[config.mk]
export PLATFORM = sky130hd
export DESIGN_NAME = ssp_storage
export DESIGN_NICKNAME = d
export VERILOG_FILES = /design/src/ssp_pkg.sv /design/src/ssp_storage.sv
export VERILOG_INCLUDE_DIRS = /design/src
export SDC_FILE = /design/constraint.sdc
export NUM_CORES = 1
export LEC_CHECK = 0
export ABC_AREA = 1
export BUFFER_PORTS_ARGS = -buffer_cell sky130_fd_sc_hd__buf_2
export CORE_MARGIN = 10
export CORE_UTILIZATION = 45
export CTS_CLUSTER_SIZE = 25
export DETAILED_ROUTE_END_ITERATION = 7
export GPL_ROUTABILITY_DRIVEN = 0
export GPL_TIMING_DRIVEN = 0
export PLACE_DENSITY_LB_ADDON = 0.12
export SYNTH_ARGS = -nofsm -noshare
export SYNTH_HDL_FRONTEND = slang
export SYNTH_SLANG_ARGS = --single-unit
[constraint.sdc]
create_clock -name clk -period 1.59 [get_ports clk]
set_clock_uncertainty 0.1 [all_clocks]
set_input_delay 0.0795 -clock clk [delete_from_list [all_inputs] [get_ports clk]]
set_output_delay 0.0795 -clock clk [all_outputs]
set_load 0.005 [all_outputs]
[src/ssp_defs.svh]
`ifndef SSP_DEFS_SVH
`define SSP_DEFS_SVH
`define SSP_DATA_WIDTH 8
`define SSP_OUT_DELAY_NS 0
`define SSP_RESET_VALUE 1'b0
`endif

[src/ssp_pkg.sv]
package ssp_pkg;
  typedef struct packed {
    logic setN;
    logic clearN;
  } ssp_async_s;
  typedef enum logic [1:0] {
    SSP_HOLD,
    SSP_LOAD0,
    SSP_LOAD1,
    SSP_TOGGLE
  } ssp_jk_e;
endpackage

[src/ssp_storage.sv]
`timescale 1ns/1ps
`include "ssp_defs.svh"
// Operation
// [RL1] edge elements update on rising edge, or falling edge when inverted.
// [RL2] toggle flop holds on 00, clears on 01, sets on 10, inverts on 11.
// [RL3] toggle flop has active-low async set and clear and dual outputs.
// [RL4] toggle flop drives both outputs high when set and clear both assert.
// [RL5] transparent store passes data while enable is 1, holds while 0.
// [RL6] transparent store set/clear force 1 or 0 regardless of enable.
// [RL7] single-output transparent store gives clear priority over set.
// [RL8] dual-output transparent store drives both outputs 1 on set+clear.
// [RL9] edge store captures on active edge and ignores the other edge.
// [RL10] edge store set/clear force 1 or 0 independent of the clock.
// [RL11] single-output edge store gives clear priority over set.
// [RL12] dual-output edge store drives both outputs 1 on set+clear.
// [RL13] clock-enabled edge store captures only while its enable is set.
// [RL14] data width is a parameter; enables and clocks are one bit.
// [RL15] each element takes an output delay parameter defaulting to zero.
// [RL16] unknown data captured or passed yields an unknown output.
// [RL17] unknown set, clear or clock level yields unknown outputs; code makes only jkQ/jkQn unknown, for unknown jSet/kClear on an active edge.
module ssp_storage #(
  parameter int WIDTH      = `SSP_DATA_WIDTH,
  parameter int OUT_DELAY  = `SSP_OUT_DELAY_NS,
  parameter bit CLK_INVERT = 1'b0
) (
  input  wire logic               clk,
  input  wire logic               reset,
  input  wire logic               jSet,
  input  wire logic               kClear,
  input  wire ssp_pkg::ssp_async_s jkAsync,
  input  wire logic               storeEnable,
  input  wire logic               clockEnable,
  input  wire ssp_pkg::ssp_async_s storeAsync,
  input  wire logic [WIDTH-1:0]   dataIn,
  output logic                    jkQ,
  output logic                    jkQn,
  output logic [WIDTH-1:0]        latchQ,
  output logic [WIDTH-1:0]        latchRsQ,
  output logic [WIDTH-1:0]        latchDualQ,
  output logic [WIDTH-1:0]        latchDualQn,
  output logic [WIDTH-1:0]        regQ,
  output logic [WIDTH-1:0]        regRsQ,
  output logic [WIDTH-1:0]        regDualQ,
  output logic [WIDTH-1:0]        regDualQn,
  output logic [WIDTH-1:0]        regCkeQ
);
  // OUT_DELAY is carried for model compatibility; zero-delay in hardware [RL15]
  logic [1:0]             jkForce;
  logic [1:0]             storeForce;
  logic                   clkSync1;
  logic                   clkSync2;
  logic                   clkPrev;
  logic                   activeEdge;
  logic                   jk;
  logic                   jkn;
  logic                   next_jk;
  logic                   next_jkn;
  logic [WIDTH-1:0]       latch;
  logic [WIDTH-1:0]       latchRs;
  logic [WIDTH-1:0]       next_latch;
  logic [WIDTH-1:0]       next_latchRs;
  logic [WIDTH-1:0]       regPlain;
  logic [WIDTH-1:0]       regRs;
  logic [WIDTH-1:0]       regCke;
  logic [WIDTH-1:0]       next_regPlain;
  logic [WIDTH-1:0]       next_regRs;
  logic [WIDTH-1:0]       next_regCke;
  ssp_pkg::ssp_jk_e       jkMode;

  // element clock pin sampled into the system clock domain
  always_ff @(posedge clk) begin
    if (reset) begin
      clkSync1 <= 1'b0;
      clkSync2 <= 1'b0;
      clkPrev  <= 1'b0;
    end else begin
      clkSync1 <= storeEnable;
      clkSync2 <= clkSync1;
      clkPrev  <= clkSync2;
    end
  end
  // rising edge of sampled clock line, or falling when inverted
  assign activeEdge = CLK_INVERT ? (clkPrev & ~clkSync2)
                                 : (~clkPrev & clkSync2); // [RL1] [RL9]

  assign jkMode = ssp_pkg::ssp_jk_e'({jSet, kClear});

  // async decode: bit 1 forces the stored value, bit 0 is that value
  function automatic logic [1:0] asyncForce(
    input ssp_pkg::ssp_async_s pins
  );
    logic forceOn;
    forceOn    = ~(pins.setN & pins.clearN);
    asyncForce = {forceOn, pins.clearN};
  endfunction

  // a force also loads the state so it persists after release
  assign jkForce    = asyncForce(jkAsync);
  assign storeForce = asyncForce(storeAsync);

  always_comb begin
    next_jk  = jk;
    next_jkn = jkn;
    if (activeEdge) begin
      case (jkMode)
        ssp_pkg::SSP_HOLD: begin
          next_jk  = jk;
          next_jkn = jkn;
        end
        ssp_pkg::SSP_LOAD0: begin
          next_jk  = 1'b0;
          next_jkn = 1'b1;
        end
        ssp_pkg::SSP_LOAD1: begin
          next_jk  = 1'b1;
          next_jkn = 1'b0;
        end
        ssp_pkg::SSP_TOGGLE: begin
          next_jk  = ~jk;
          next_jkn = ~jkn;
        end
        default: begin
          next_jk  = 1'bx; // [RL17]
          next_jkn = 1'bx;
        end
      endcase // [RL2]
    end
    if (jkForce[1]) begin
      next_jk  = jkForce[0]; // [RL3]
      next_jkn = ~jkForce[0];
    end
  end

  always_comb begin
    next_latch    = latch;
    next_latchRs  = latchRs;
    next_regPlain = regPlain;
    next_regRs    = regRs;
    next_regCke   = regCke;
    if (clkSync2) begin
      next_latch   = dataIn; // [RL5] [RL16]
      next_latchRs = dataIn;
    end
    if (activeEdge) begin
      next_regPlain = dataIn; // [RL9] [RL16]
      next_regRs    = dataIn;
      if (clockEnable) begin
        next_regCke = dataIn; // [RL13]
      end
    end
    if (storeForce[1]) begin
      next_latchRs = {WIDTH{storeForce[0]}}; // [RL6]
      next_regRs   = {WIDTH{storeForce[0]}}; // [RL10]
    end
  end

  always_ff @(posedge clk) begin
    if (reset) begin
      jk       <= `SSP_RESET_VALUE;
      jkn      <= ~`SSP_RESET_VALUE;
      latch    <= '0;
      latchRs  <= '0;
      regPlain <= '0;
      regRs    <= '0;
      regCke   <= '0;
    end else begin
      jk       <= next_jk;
      jkn      <= next_jkn;
      latch    <= next_latch;
      latchRs  <= next_latchRs;
      regPlain <= next_regPlain;
      regRs    <= next_regRs;
      regCke   <= next_regCke;
    end
  end

  // async set/clear override stored state on the outputs
  always_comb begin
    jkQ  = jk;
    jkQn = jkn;
    if (!jkAsync.setN && !jkAsync.clearN) begin
      jkQ  = 1'b1; // [RL4]
      jkQn = 1'b1;
    end else if (!jkAsync.setN) begin
      jkQ  = 1'b1; // [RL3]
      jkQn = 1'b0;
    end else if (!jkAsync.clearN) begin
      jkQ  = 1'b0; // [RL3]
      jkQn = 1'b1;
    end
    latchQ      = latch;
    latchRsQ    = latchRs;
    latchDualQ  = latchRs;
    latchDualQn = ~latchRs;
    regQ        = regPlain;
    regRsQ      = regRs;
    regDualQ    = regRs;
    regDualQn   = ~regRs;
    regCkeQ     = regCke;
    if (!storeAsync.clearN) begin
      latchRsQ = '0; // [RL6] [RL7]
      regRsQ   = '0; // [RL10] [RL11]
    end else if (!storeAsync.setN) begin
      latchRsQ = '1; // [RL6]
      regRsQ   = '1; // [RL10]
    end
    if (!storeAsync.setN && !storeAsync.clearN) begin
      latchDualQ  = '1; // [RL8]
      latchDualQn = '1;
      regDualQ    = '1; // [RL12]
      regDualQn   = '1;
    end else if (!storeAsync.setN) begin
      latchDualQ  = '1;
      latchDualQn = '0;
      regDualQ    = '1;
      regDualQn   = '0;
    end else if (!storeAsync.clearN) begin
      latchDualQ  = '0;
      latchDualQn = '1;
      regDualQ    = '0;
      regDualQn   = '1;
    end
  end
  // WIDTH sets data width; control pins stay one bit [RL14]
endmodule

# After elaboration in Yosys (flattened, before gate mapping)
# Cells that the tools add are included.
# op_classes
eq_ne,7
mux,32
n_bitwise,9
reduce_logical,9
# ops
op,count
2-to-1 mux 8 bit,20
inverter 8 bit,2
2-to-1 mux 1 bit,10
!= test 2 bit (second input constant),4
one-hot mux 1 bit (3 select lines),2
== test 2 bit (second input constant),2
zero test 1 bit,4
inverter 1 bit,4
AND reduction 2 bit,2
AND 1 bit,3
== test 2 x 1 -> 1 bit (second input constant),1
logical AND 1 bit,2
zero test 2 bit,1
# word_totals
register_bits,45
in_bits,18
out_inout_bits,74
elab_cells,67

# Longest topological paths before layout
# Gate-level depths: netlist of run 1.
# logic_depth
depth_word,4
ltp_mapped,7
depth_no_buf,6

# Worst setup path before layout of run 1
# Ideal clock, no wire load.
# synth_path
path_kind,register to register
start,register clkSync2
end,register jkn
setup_ps,121
arrival_ps,940
required_ps,1369
path_slack_ps,429
stages_incl_launch_ff,8
path_buffers,2
period_less_slack_ps,1161
cell_sequence,dfxtp_1 buf_6 inv_6 buf_6 nor2_4 nand2_2 nand3b_1 nand3_1
# synth_between
elab_chain_len,3
# synth_rtl
element,line_no,source
start: declaration,ssp_storage.sv:51,logic clkSync2;
start signal: assignment,ssp_storage.sv:78,clkSync2 <= clkSync1;
AND 1 bit,ssp_storage.sv:84,: (~clkPrev & clkSync2);
!= test 2 bit (no line),n/a,
AND reduction 2 bit (no line),n/a,
end signal: assignment,ssp_storage.sv:160,jkn <= ~`SSP_RESET_VALUE;
end signal: assignment,ssp_storage.sv:168,jkn <= next_jkn;
end: declaration,ssp_storage.sv:55,logic jkn;
# No other way between the ends.
# A chain may end at the register's enable or synchronous reset.

==> impl_metrics.tcl, run 1 <==
set metrics [dict create \
    max-vdd-ir-drop_mv 0.702 \
    r2r_setup_slack_ns 0.06 \
    max_stage_delay_ns 0.55 \
    via_per_inst 4.82 \
    num_vias 2260 \
    ant_nets 0 \
    hold_violations 0 \
    drt_wl_total_um 6030 \
    crit_top_cell "buf_6" \
    antenna_found_initial 0 \
    required_ns 1.67 \
    cpMaxStageDelayCell "dlygate4sd3_1" \
    min_to "latchQ[4]" \
    r2r-start "clkSync2" \
    leakage_nw 1.51 \
    final.min_clock_period_ns 1.53 \
    period_share 0.965 \
    rr_endpoint "latchQ[6]" \
    cts.htree.levels 2 \
    comb_power_share 0.195 \
    min_path_type "in2reg" \
    rsz0062_at_grt "no" \
    cp_top_family "buffers and inverters" \
    grt_usage 0.157 \
    status "complete, no violations" \
    avgSynthCellArea_um2 6.72 \
    drv_cap 0 \
    arrival_ns 1.61 \
    drive_gt1_frac 0.285 \
    worstSetupEndpointType "register" \
    syn_to_final_growth_pct 33.5 \
    max_clock_freq_ghz 0.652 \
    synthesis.area_um2 2080 \
    max_slew_margin 0.748 \
    synth_warnings 0 \
    grt_first_pass_wirelength_um 9960 \
    cts_sinks 45 \
    die-area_um2 7750 \
    initial_core_util 0.472 \
    clkPwrFrac 0.292 \
    crit_type "reg2reg" \
    drt-wirelength-per-cell_um 12.8 \
    seqPwrFrac 0.514 \
    pin_count 92 \
    die_x_um 88.0 \
    crit_fanout 10 \
    fill_cells 414 \
    cts_tree "yes" \
    first_pass_iters 4 \
    root_buffer "clkbuf_8" \
    first_iter_violations 132 \
    cts_buffers 5 \
    synth.distinct_cells 19 \
    globalRouteOverflowTotal 0 \
    cellPowerDensity_nw_per_um2 856 \
    syn-num-nets 328 \
    p_switching_mw 0.646 \
    crit_chain "buf_6 > inv_6 > buf_6 > nand2_1 > a21oi_1 > dlygate4sd3_1" \
    worstSetupStartpointType "register" \
    grt_max_degree 13 \
    syn_inst 310 \
    post-cts-setup-buffers 0 \
    num_rows 24 \
    clk_latency_ns 0.29 \
    hold_path.startpoint "dataIn[4]" \
    fin_tns_setup_ns 0 \
    cts_max_path_buffers 2 \
    setup_viol 0 \
    critPathBufInv 4 \
    coreArea_um2 4410 \
    final_area_um2 2780 \
    min_path_cells 3 \
    diodes 0 \
    drc_errors 0 \
    die_h_um 88.0 \
    ys_ff_latch 45 \
    worst_slew_pin_slew_ns 0.378 \
    nets 435 \
    drv_slew 0 \
    post_dp_cell_area_um2 2600 \
    clk_pin_slew_ns 0.07 \
    netSwitchingFraction 0.272 \
    p_int_mw 1.73 \
    grt_pass1_vias 2187 \
    ff2ff_path_depth 6 \
    io_buffer_count 91 \
    seq_area_frac_synth 0.433 \
    hpwl_um 4700 \
]
routing by layer:
metal	share of wire	up-vias	track usage
met1	0.41	1017	0.183
met3	0.11	7	0.0678
met5	0	-	0
met2	0.46	73	0.257
met4	0.011	0	0.0442
li1	-	1163	-
stage by stage:
step                      power [mW]  hold WS (ns)  cells   util  worst slack (ns)
final                           2.38       0.00358    469  0.630            0.0553
after global routing            2.53        0.0183    469  0.630           0.00268
after CTS                       2.41       0.00142    469  0.630            0.0660
after detailed placement        1.70         0.198    453  0.590             0.302
after global placement          1.69         0.183    453  0.590             0.314
after floorplan                 1.49        0.0486    310      -             0.429
tightest hold or removal path, delay by kind of cell:
kind / cells / cell delay (ns)
and+or+nand+nor: 2 / 0.14
buffers and inverters: 1 / 0.14
cell usage after synthesis:
cell type,count,share of area
nand2_2,1,0.0030
nand2_4,3,0.016
buf_6,5,0.027
inv_1,38,0.069
a21oi_1,16,0.038
o21ai_0,47,0.11
nand3_1,3,0.0072
clkbuf_1,4,0.0072
nor2_1,83,0.15
nor2_8,1,0.0096
nor3_1,1,0.0024
inv_6,1,0.0042
nand2_1,50,0.090
dfxtp_1,45,0.43
nand3b_1,1,0.0036
nor2_4,1,0.0054
inv_2,4,0.0072
buf_2,5,0.012
clkbuf_2,1,0.0024
registers in the layout (all words and copies together) (netlist names), 8 cells and up:
register,flops
regCkeQ,8
latchQ,8
regRs,8
regQ,8
latchRs,8
cells by family (layout without fill, tap and decap cells):
logic type | after synthesis | after routing | share of synthesized area
and+or+nand+nor | 144 | 144 | 0.287
AOI/OAI and AO/OA | 63 | 63 | 0.151
buffers and inverters | 58 | 165 | 0.129
DFF | 45 | 45 | 0.433
cell usage in the layout, fill, tap and decap left out, types with 3 or more instances in the layout:
master	n
a21oi_1	16
buf_2	96
buf_6	5
clkbuf_1	5
clkbuf_8	6
dfxtp_1	45
dlygate4sd3_1	9
inv_1	38
inv_2	4
nand2_1	50
nand2_4	3
nand3_1	3
nor2_1	83
o21ai_0	47
worst max path at each step:
stage                        start          to  slack, ns  cells after the start
after floorplan           clkSync2         jkn       0.43                      7
after global routing      clkSync2   latchQ[6]      0.003                      6
final                     clkSync2   latchQ[6]       0.06                      6
after CTS                 clkSync2   latchQ[6]       0.07                      6
after detailed placement  clkSync2         jkn       0.30                      7
after global placement    clkSync2  regCkeQ[2]       0.31                      7
area by class of cell:
type                       instances  area [um^2]  area share
multi-input combinational        207          913       0.329
sequential                        45          901       0.324
timing repair buffer             100          546       0.196
inverter                          43          166      0.0599
buffer                            15          101      0.0365
clock buffer                       7         86.3      0.0311
tap                               52         65.1      0.0234
what timing repair did:
| action | CTS | global route |
|---|---|---|
| gates resized for setup | 0 | 0 |
| endpoints found under the hold margin | 13 | 0 |
| hold buffers | 9 | 0 |
power by group through the flow:
stage               logic [mW]  registers (mW)  clock network, mW
global placement         0.448            1.25                  0
finish                   0.463            1.22              0.693
floorplan                0.243            1.25                  0
CTS                      0.471            1.22              0.719
global route             0.533            1.23              0.763
detailed placement       0.454            1.25                  0
No activity file was read; power rests on OpenSTA's default activity.
==> inputs of run 2 (changes only) <==
--- a/config.mk
+++ b/config.mk
@@ -9,7 +9,7 @@
 export ABC_AREA = 1
 export BUFFER_PORTS_ARGS = -buffer_cell sky130_fd_sc_hd__buf_2
 export CORE_MARGIN = 10
-export CORE_UTILIZATION = 45
+export CORE_UTILIZATION = 25
 export CTS_CLUSTER_SIZE = 25
 export DETAILED_ROUTE_END_ITERATION = 7
 export GPL_ROUTABILITY_DRIVEN = 0
==> run 2 against run 1 <==
Against the previous run:
- total power up 1.2%
- via count fell by 4.1%
- global-route usage decreased by 4.9 points
- utilization is 28 points lower
- clock-buffer cell count is the same
- register-to-register slack better by 0.23 ns
==> impl_metrics.tcl, run 2 (same netlist as run 1, synthesis figures left out) <==
set metrics [dict create \
    cts_resized 0 \
    final_common_cell "buf_2" \
    critPathBufInv 5 \
    grt_pass1_vias 2180 \
    cts_sinks 45 \
    postCtsHoldBufs 9 \
    final.min_clock_period_ns 1.34 \
    crit_fanout 10 \
    cpMaxStageDelayCell "dlygate4sd3_1" \
    via_per_inst 4.15 \
    arrival_ns 1.47 \
    num_vias 2168 \
    max_slew_margin 0.718 \
    period_share 0.841 \
    globalRouteOverflowTotal 0 \
    drv_slew 0 \
    fin_tns_setup_ns 0 \
    die-area_um2 12400 \
    hpwl_um 5360 \
    nets 435 \
    r2r_setup_slack_ns 0.29 \
    cellPowerDensity_nw_per_um2 845 \
    die_h_um 111 \
    cp_top_family "buffers and inverters" \
    min_path_cells 3 \
    mostFrequentLayoutCells "buf_2, nor2_1, nand2_1, o21ai_0, dfxtp_1" \
    cts_tree "yes" \
    cts_max_path_buffers 2 \
    grt_usage 0.108 \
    power.total_mw 2.41 \
    max-vdd-ir-drop_mv 0.489 \
    crit_top_cell "buf_2" \
    post-cts-setup-buffers 0 \
    coreArea_um2 8180 \
    drt_wl_total_um 6740 \
    worstSetupStartpointType "primary input" \
    max_stage_delay_ns 0.53 \
    num_rows 33 \
    r2r-start "clkSync2" \
    drc_errors 0 \
    initial_core_util 0.255 \
    first_iter_violations 88 \
    worstSetupEndpointType "register" \
    root_buffer "clkbuf_8" \
    cts_buffers 5 \
    diodes 0 \
    required_ns 1.72 \
    crit_chain "dlygate4sd3_1 > buf_2 > inv_1 > buf_2 > buf_2 > o21ai_0 > nor2_1" \
    drv_cap 0 \
    drive_gt1_frac 0.285 \
    grt_max_degree 13 \
    rr_endpoint "regCkeQ[4]" \
    clk_latency_ns 0.29 \
    rsz0062_at_grt "no" \
    io_buffer_count 91 \
    die_x_um 111 \
    grt_first_pass_wirelength_um 11200 \
    max_clock_freq_ghz 0.748 \
    crit_type "in2reg" \
    cts.htree.levels 2 \
    setup_viol 0 \
    hold_path.startpoint "dataIn[5]" \
    min_path_type "in2reg" \
    clk_pin_slew_ns 0.08 \
    leakage_nw 1.51 \
    ant_nets 0 \
    drt-wirelength-per-cell_um 12.9 \
    fill_cells 957 \
    ff2ff_path_depth 7 \
    status "complete, no violations" \
    syn_to_final_growth_pct 36.7 \
    first_pass_iters 4 \
    hold_violations 0 \
    min_to "latchQ[5]" \
    pin_count 92 \
    worst_slew_pin_slew_ns 0.424 \
    antenna_found_initial 0 \
]
-- run 2: cell counts in the layout (fill, tap and decap cells not counted) --
Identical to the previous run, type by type.
-- run 2: how the worst max path moves through the flow --
stage / depth (start not counted) / startpoint / endpoint / slack (ns)
after floorplan: 7 / clkSync2 / jkn / 0.43
after global placement: 7 / clkSync2 / regCkeQ[0] / 0.28
after detailed placement: 7 / clkSync2 / regCkeQ[0] / 0.26
after CTS: 7 / reset / regQ[5] / 0.24
after global routing: 7 / reset / regQ[5] / 0.1
final: 7 / reset / regQ[7] / 0.25
-- run 2: metal layers --
layer | wire length (um) | global-route usage | up-vias
met3 | 636 | 0.0465 | 5
met5 | 0 | 0 | -
li1 | - | - | 1161
met2 | 2890 | 0.168 | 69
met1 | 3140 | 0.134 | 933
met4 | 65 | 0.0257 | 0
-- run 2: area by class of cell --
type | instances | area, um^2 | area share
Timing Repair Buffer | 100 | 546 | 0.192
Sequential cell | 45 | 901 | 0.317
Clock buffer | 7 | 86.3 | 0.0303
Inverter | 43 | 166 | 0.0585
Buffer | 15 | 101 | 0.0356
Tap cell | 105 | 131 | 0.0462
Multi-Input combinational cell | 207 | 913 | 0.321
-- run 2: tightest hold or removal path: stages --
cell,delay (ns)
buf_2,0.14
nand2_1,0.07
a21oi_1,0.06
-- run 2: metrics by stage --
| stage | worst slack, ns | instances | utilization | hold slack (ns) | area, um^2 |
|---|---|---|---|---|---|
| after global routing | 0.0973 | 522 | 0.348 | 0.00339 | 2850 |
| after CTS | 0.242 | 522 | 0.348 | 0.000501 | 2850 |
| after floorplan | 0.429 | 310 | - | 0.0486 | 2080 |
| after global placement | 0.279 | 506 | 0.326 | 0.184 | 2670 |
| after detailed placement | 0.263 | 506 | 0.326 | 0.186 | 2670 |
| final | 0.253 | 522 | 0.348 | 0.00229 | 2850 |
-- run 2: where the power goes --
| group | internal [mW] | switching, mW | leakage (nW) |
|---|---|---|---|
| registers | 1.19 | 0.0324 | 0.370 |
| logic | 0.197 | 0.269 | 1.09 |
| clock network | 0.345 | 0.371 | 0.0443 |
==> inputs of run 3 (changes only) <==
==> constraint.sdc (replaced) <==
create_clock -name clk -period 1.2 [get_ports clk]
set_clock_uncertainty 0.1 [all_clocks]
set_input_delay 0.06 -clock clk [delete_from_list [all_inputs] [get_ports clk]]
set_output_delay 0.06 -clock clk [all_outputs]
set_load 0.005 [all_outputs]
==> run 3 against run 2 <==
Against the previous run:
- total power is 37% higher
- via count increased by 3.5%
- combinational power is 53% higher
- sequential power up 34%
- the run now ends with negative setup slack left
- non-clock buffer count rose by 11
- sequential share of layout area down 2.1 points
- design area grew 9.9%
- clock power grew 32%
- global-route usage rose by 0.18 points
- clock-buffer cell count is the same
- worst setup slack worse by 0.25 ns
==> impl_metrics.tcl, run 3 (same netlist as run 1, synthesis figures left out) <==
set metrics [dict create \
    globalRouteOverflowTotal 0 \
    max_stage_delay_ns 0.40 \
    drc_errors 0 \
    place_ws_ns -0.127 \
    coreArea_um2 8180 \
    crit_top_cell "nor2_1" \
    num_vias 2244 \
    cts_sinks 45 \
    period_share 1.00 \
    pin_count 92 \
    antenna_found_initial 0 \
    cellPowerDensity_nw_per_um2 1050 \
    min_path_type "in2reg" \
    initial_core_util 0.255 \
    drt_wl_total_um 7020 \
    arrival_ns 1.29 \
    worst_slew_pin_slew_ns 0.396 \
    diodes 0 \
    nets 446 \
    hpwl_um 5360 \
    drive_gt1_frac 0.432 \
    cts_tree "yes" \
    drt-wirelength-per-cell_um 13.2 \
    violations "negative setup slack" \
    cts_buffers 5 \
    cts_max_path_buffers 2 \
    grt_usage 0.110 \
    max_clock_freq_ghz 0.832 \
    clk_latency_ns 0.29 \
    hold_violations 0 \
    root_buffer "clkbuf_8" \
    crit_fanout 8 \
    crit_type "reg2reg" \
    num_rows 33 \
    cp_top_family "flip-flops" \
    die-area_um2 12400 \
    max_slew_margin 0.736 \
    mostFrequentLayoutCells "buf_2, nor2_1, nand2_1, o21ai_0, dfxtp_1" \
    clk_pin_slew_ns 0.08 \
    worstSetupEndpointType "register" \
    syn_to_final_growth_pct 50.2 \
    crit_chain "nand2_4 > buf_8 > nor2_8 > inv_4 > nor2_1 > nor2_1" \
    leakage_nw 1.59 \
    fin_util 0.382 \
    first_pass_iters 4 \
    placedCellCount 506 \
    critPathBufInv 2 \
    ant_nets 0 \
    rsz0062_at_grt "yes" \
    die_h_um 111 \
    drv_slew 0 \
    drv_cap 0 \
    final.min_clock_period_ns 1.20 \
    cpMaxStageDelayCell "dfxtp_4" \
    required_ns 1.29 \
    die_x_um 111 \
    first_iter_violations 69 \
    grt_first_pass_wirelength_um 11400 \
    grt_pass1_vias 2251 \
    grt_max_degree 13 \
    io_buffer_count 91 \
    setup_viol 1 \
    via_per_inst 4.21 \
    worstSetupStartpointType "register" \
    max-vdd-ir-drop_mv 0.649 \
    final_common_cell "buf_2" \
    timing.final.ws_setup_ns -0.00135 \
    cts.htree.levels 2 \
    status "finished, violations left" \
    fin_cells 533 \
]
[run 3: repair_timing]
| item | 4_1_cts | 5_1_grt |
|---|---|---|
| hold endpoints to repair | 22 | 4 |
| pin swaps | 5 | 17 |
| gates cloned | 0 | 1 |
| resized for setup | 11 | 75 |
| endpoints found under the setup margin | 22 | 64 |
| hold buffers | 12 | 2 |
| setup buffers | 6 | 1 |
[run 3: area by class of cell]
type | instances | area [um^2]
tap | 105 | 131
sequential | 45 | 925
buffer | 13 | 95.1
fill | 917 | 5050
multi-input combinational | 207 | 1020
timing repair buffer | 113 | 702
inverter | 43 | 169
clock buffer | 7 | 86.3
[run 3: metal layers]
metal,part of all wire,vias up,track usage
li1,-,1181,-
met1,0.44,985,0.132
met2,0.45,70,0.175
met3,0.094,8,0.0471
met4,0.011,0,0.0283
met5,0,-,0
[run 3: path summary, 6_finish.rpt]
check | slack, ns | to | startpoint | depth (start not counted)
setup reg to reg | -0.001 | regCkeQ[4] | clkSync2 | 6
hold / removal | 0.02 | jkn | jSet | 4
hold reg to reg | 0.36 | latchQ[6] | latchQ[6] | 2
setup / recovery | -0.001 | regCkeQ[4] | clkSync2 | 6
[run 3: tightest hold or removal path: cells and delay by family]
kind / cells / cell delay, ns
simple gates: 2 / 0.13
buf+inv: 1 / 0.12
compound gates: 1 / 0.07
[run 3: power breakdown]
group	internal, mW	total, mW	leakage (nW)	switching, mW
sequential	1.58	1.64	0.376	0.0543
clock	0.458	0.945	0.0443	0.488
combinational	0.317	0.712	1.17	0.396
total	2.36	3.30	1.59	0.938
[run 3: metrics by stage]
step,total power [mW],hold slack (ns),area (um^2),TNS (ns)
3_5_place_dp,2.27,0.167,2670,-1.10
4_1_cts,3.27,-0.0802,2960,-0.358
5_1_grt,3.53,0.0554,3130,-0.763
2_1_floorplan,1.97,0.0291,2080,0
3_3_place_gp,2.26,0.165,2670,-0.956
6_report,3.30,0.0183,3130,-0.00135
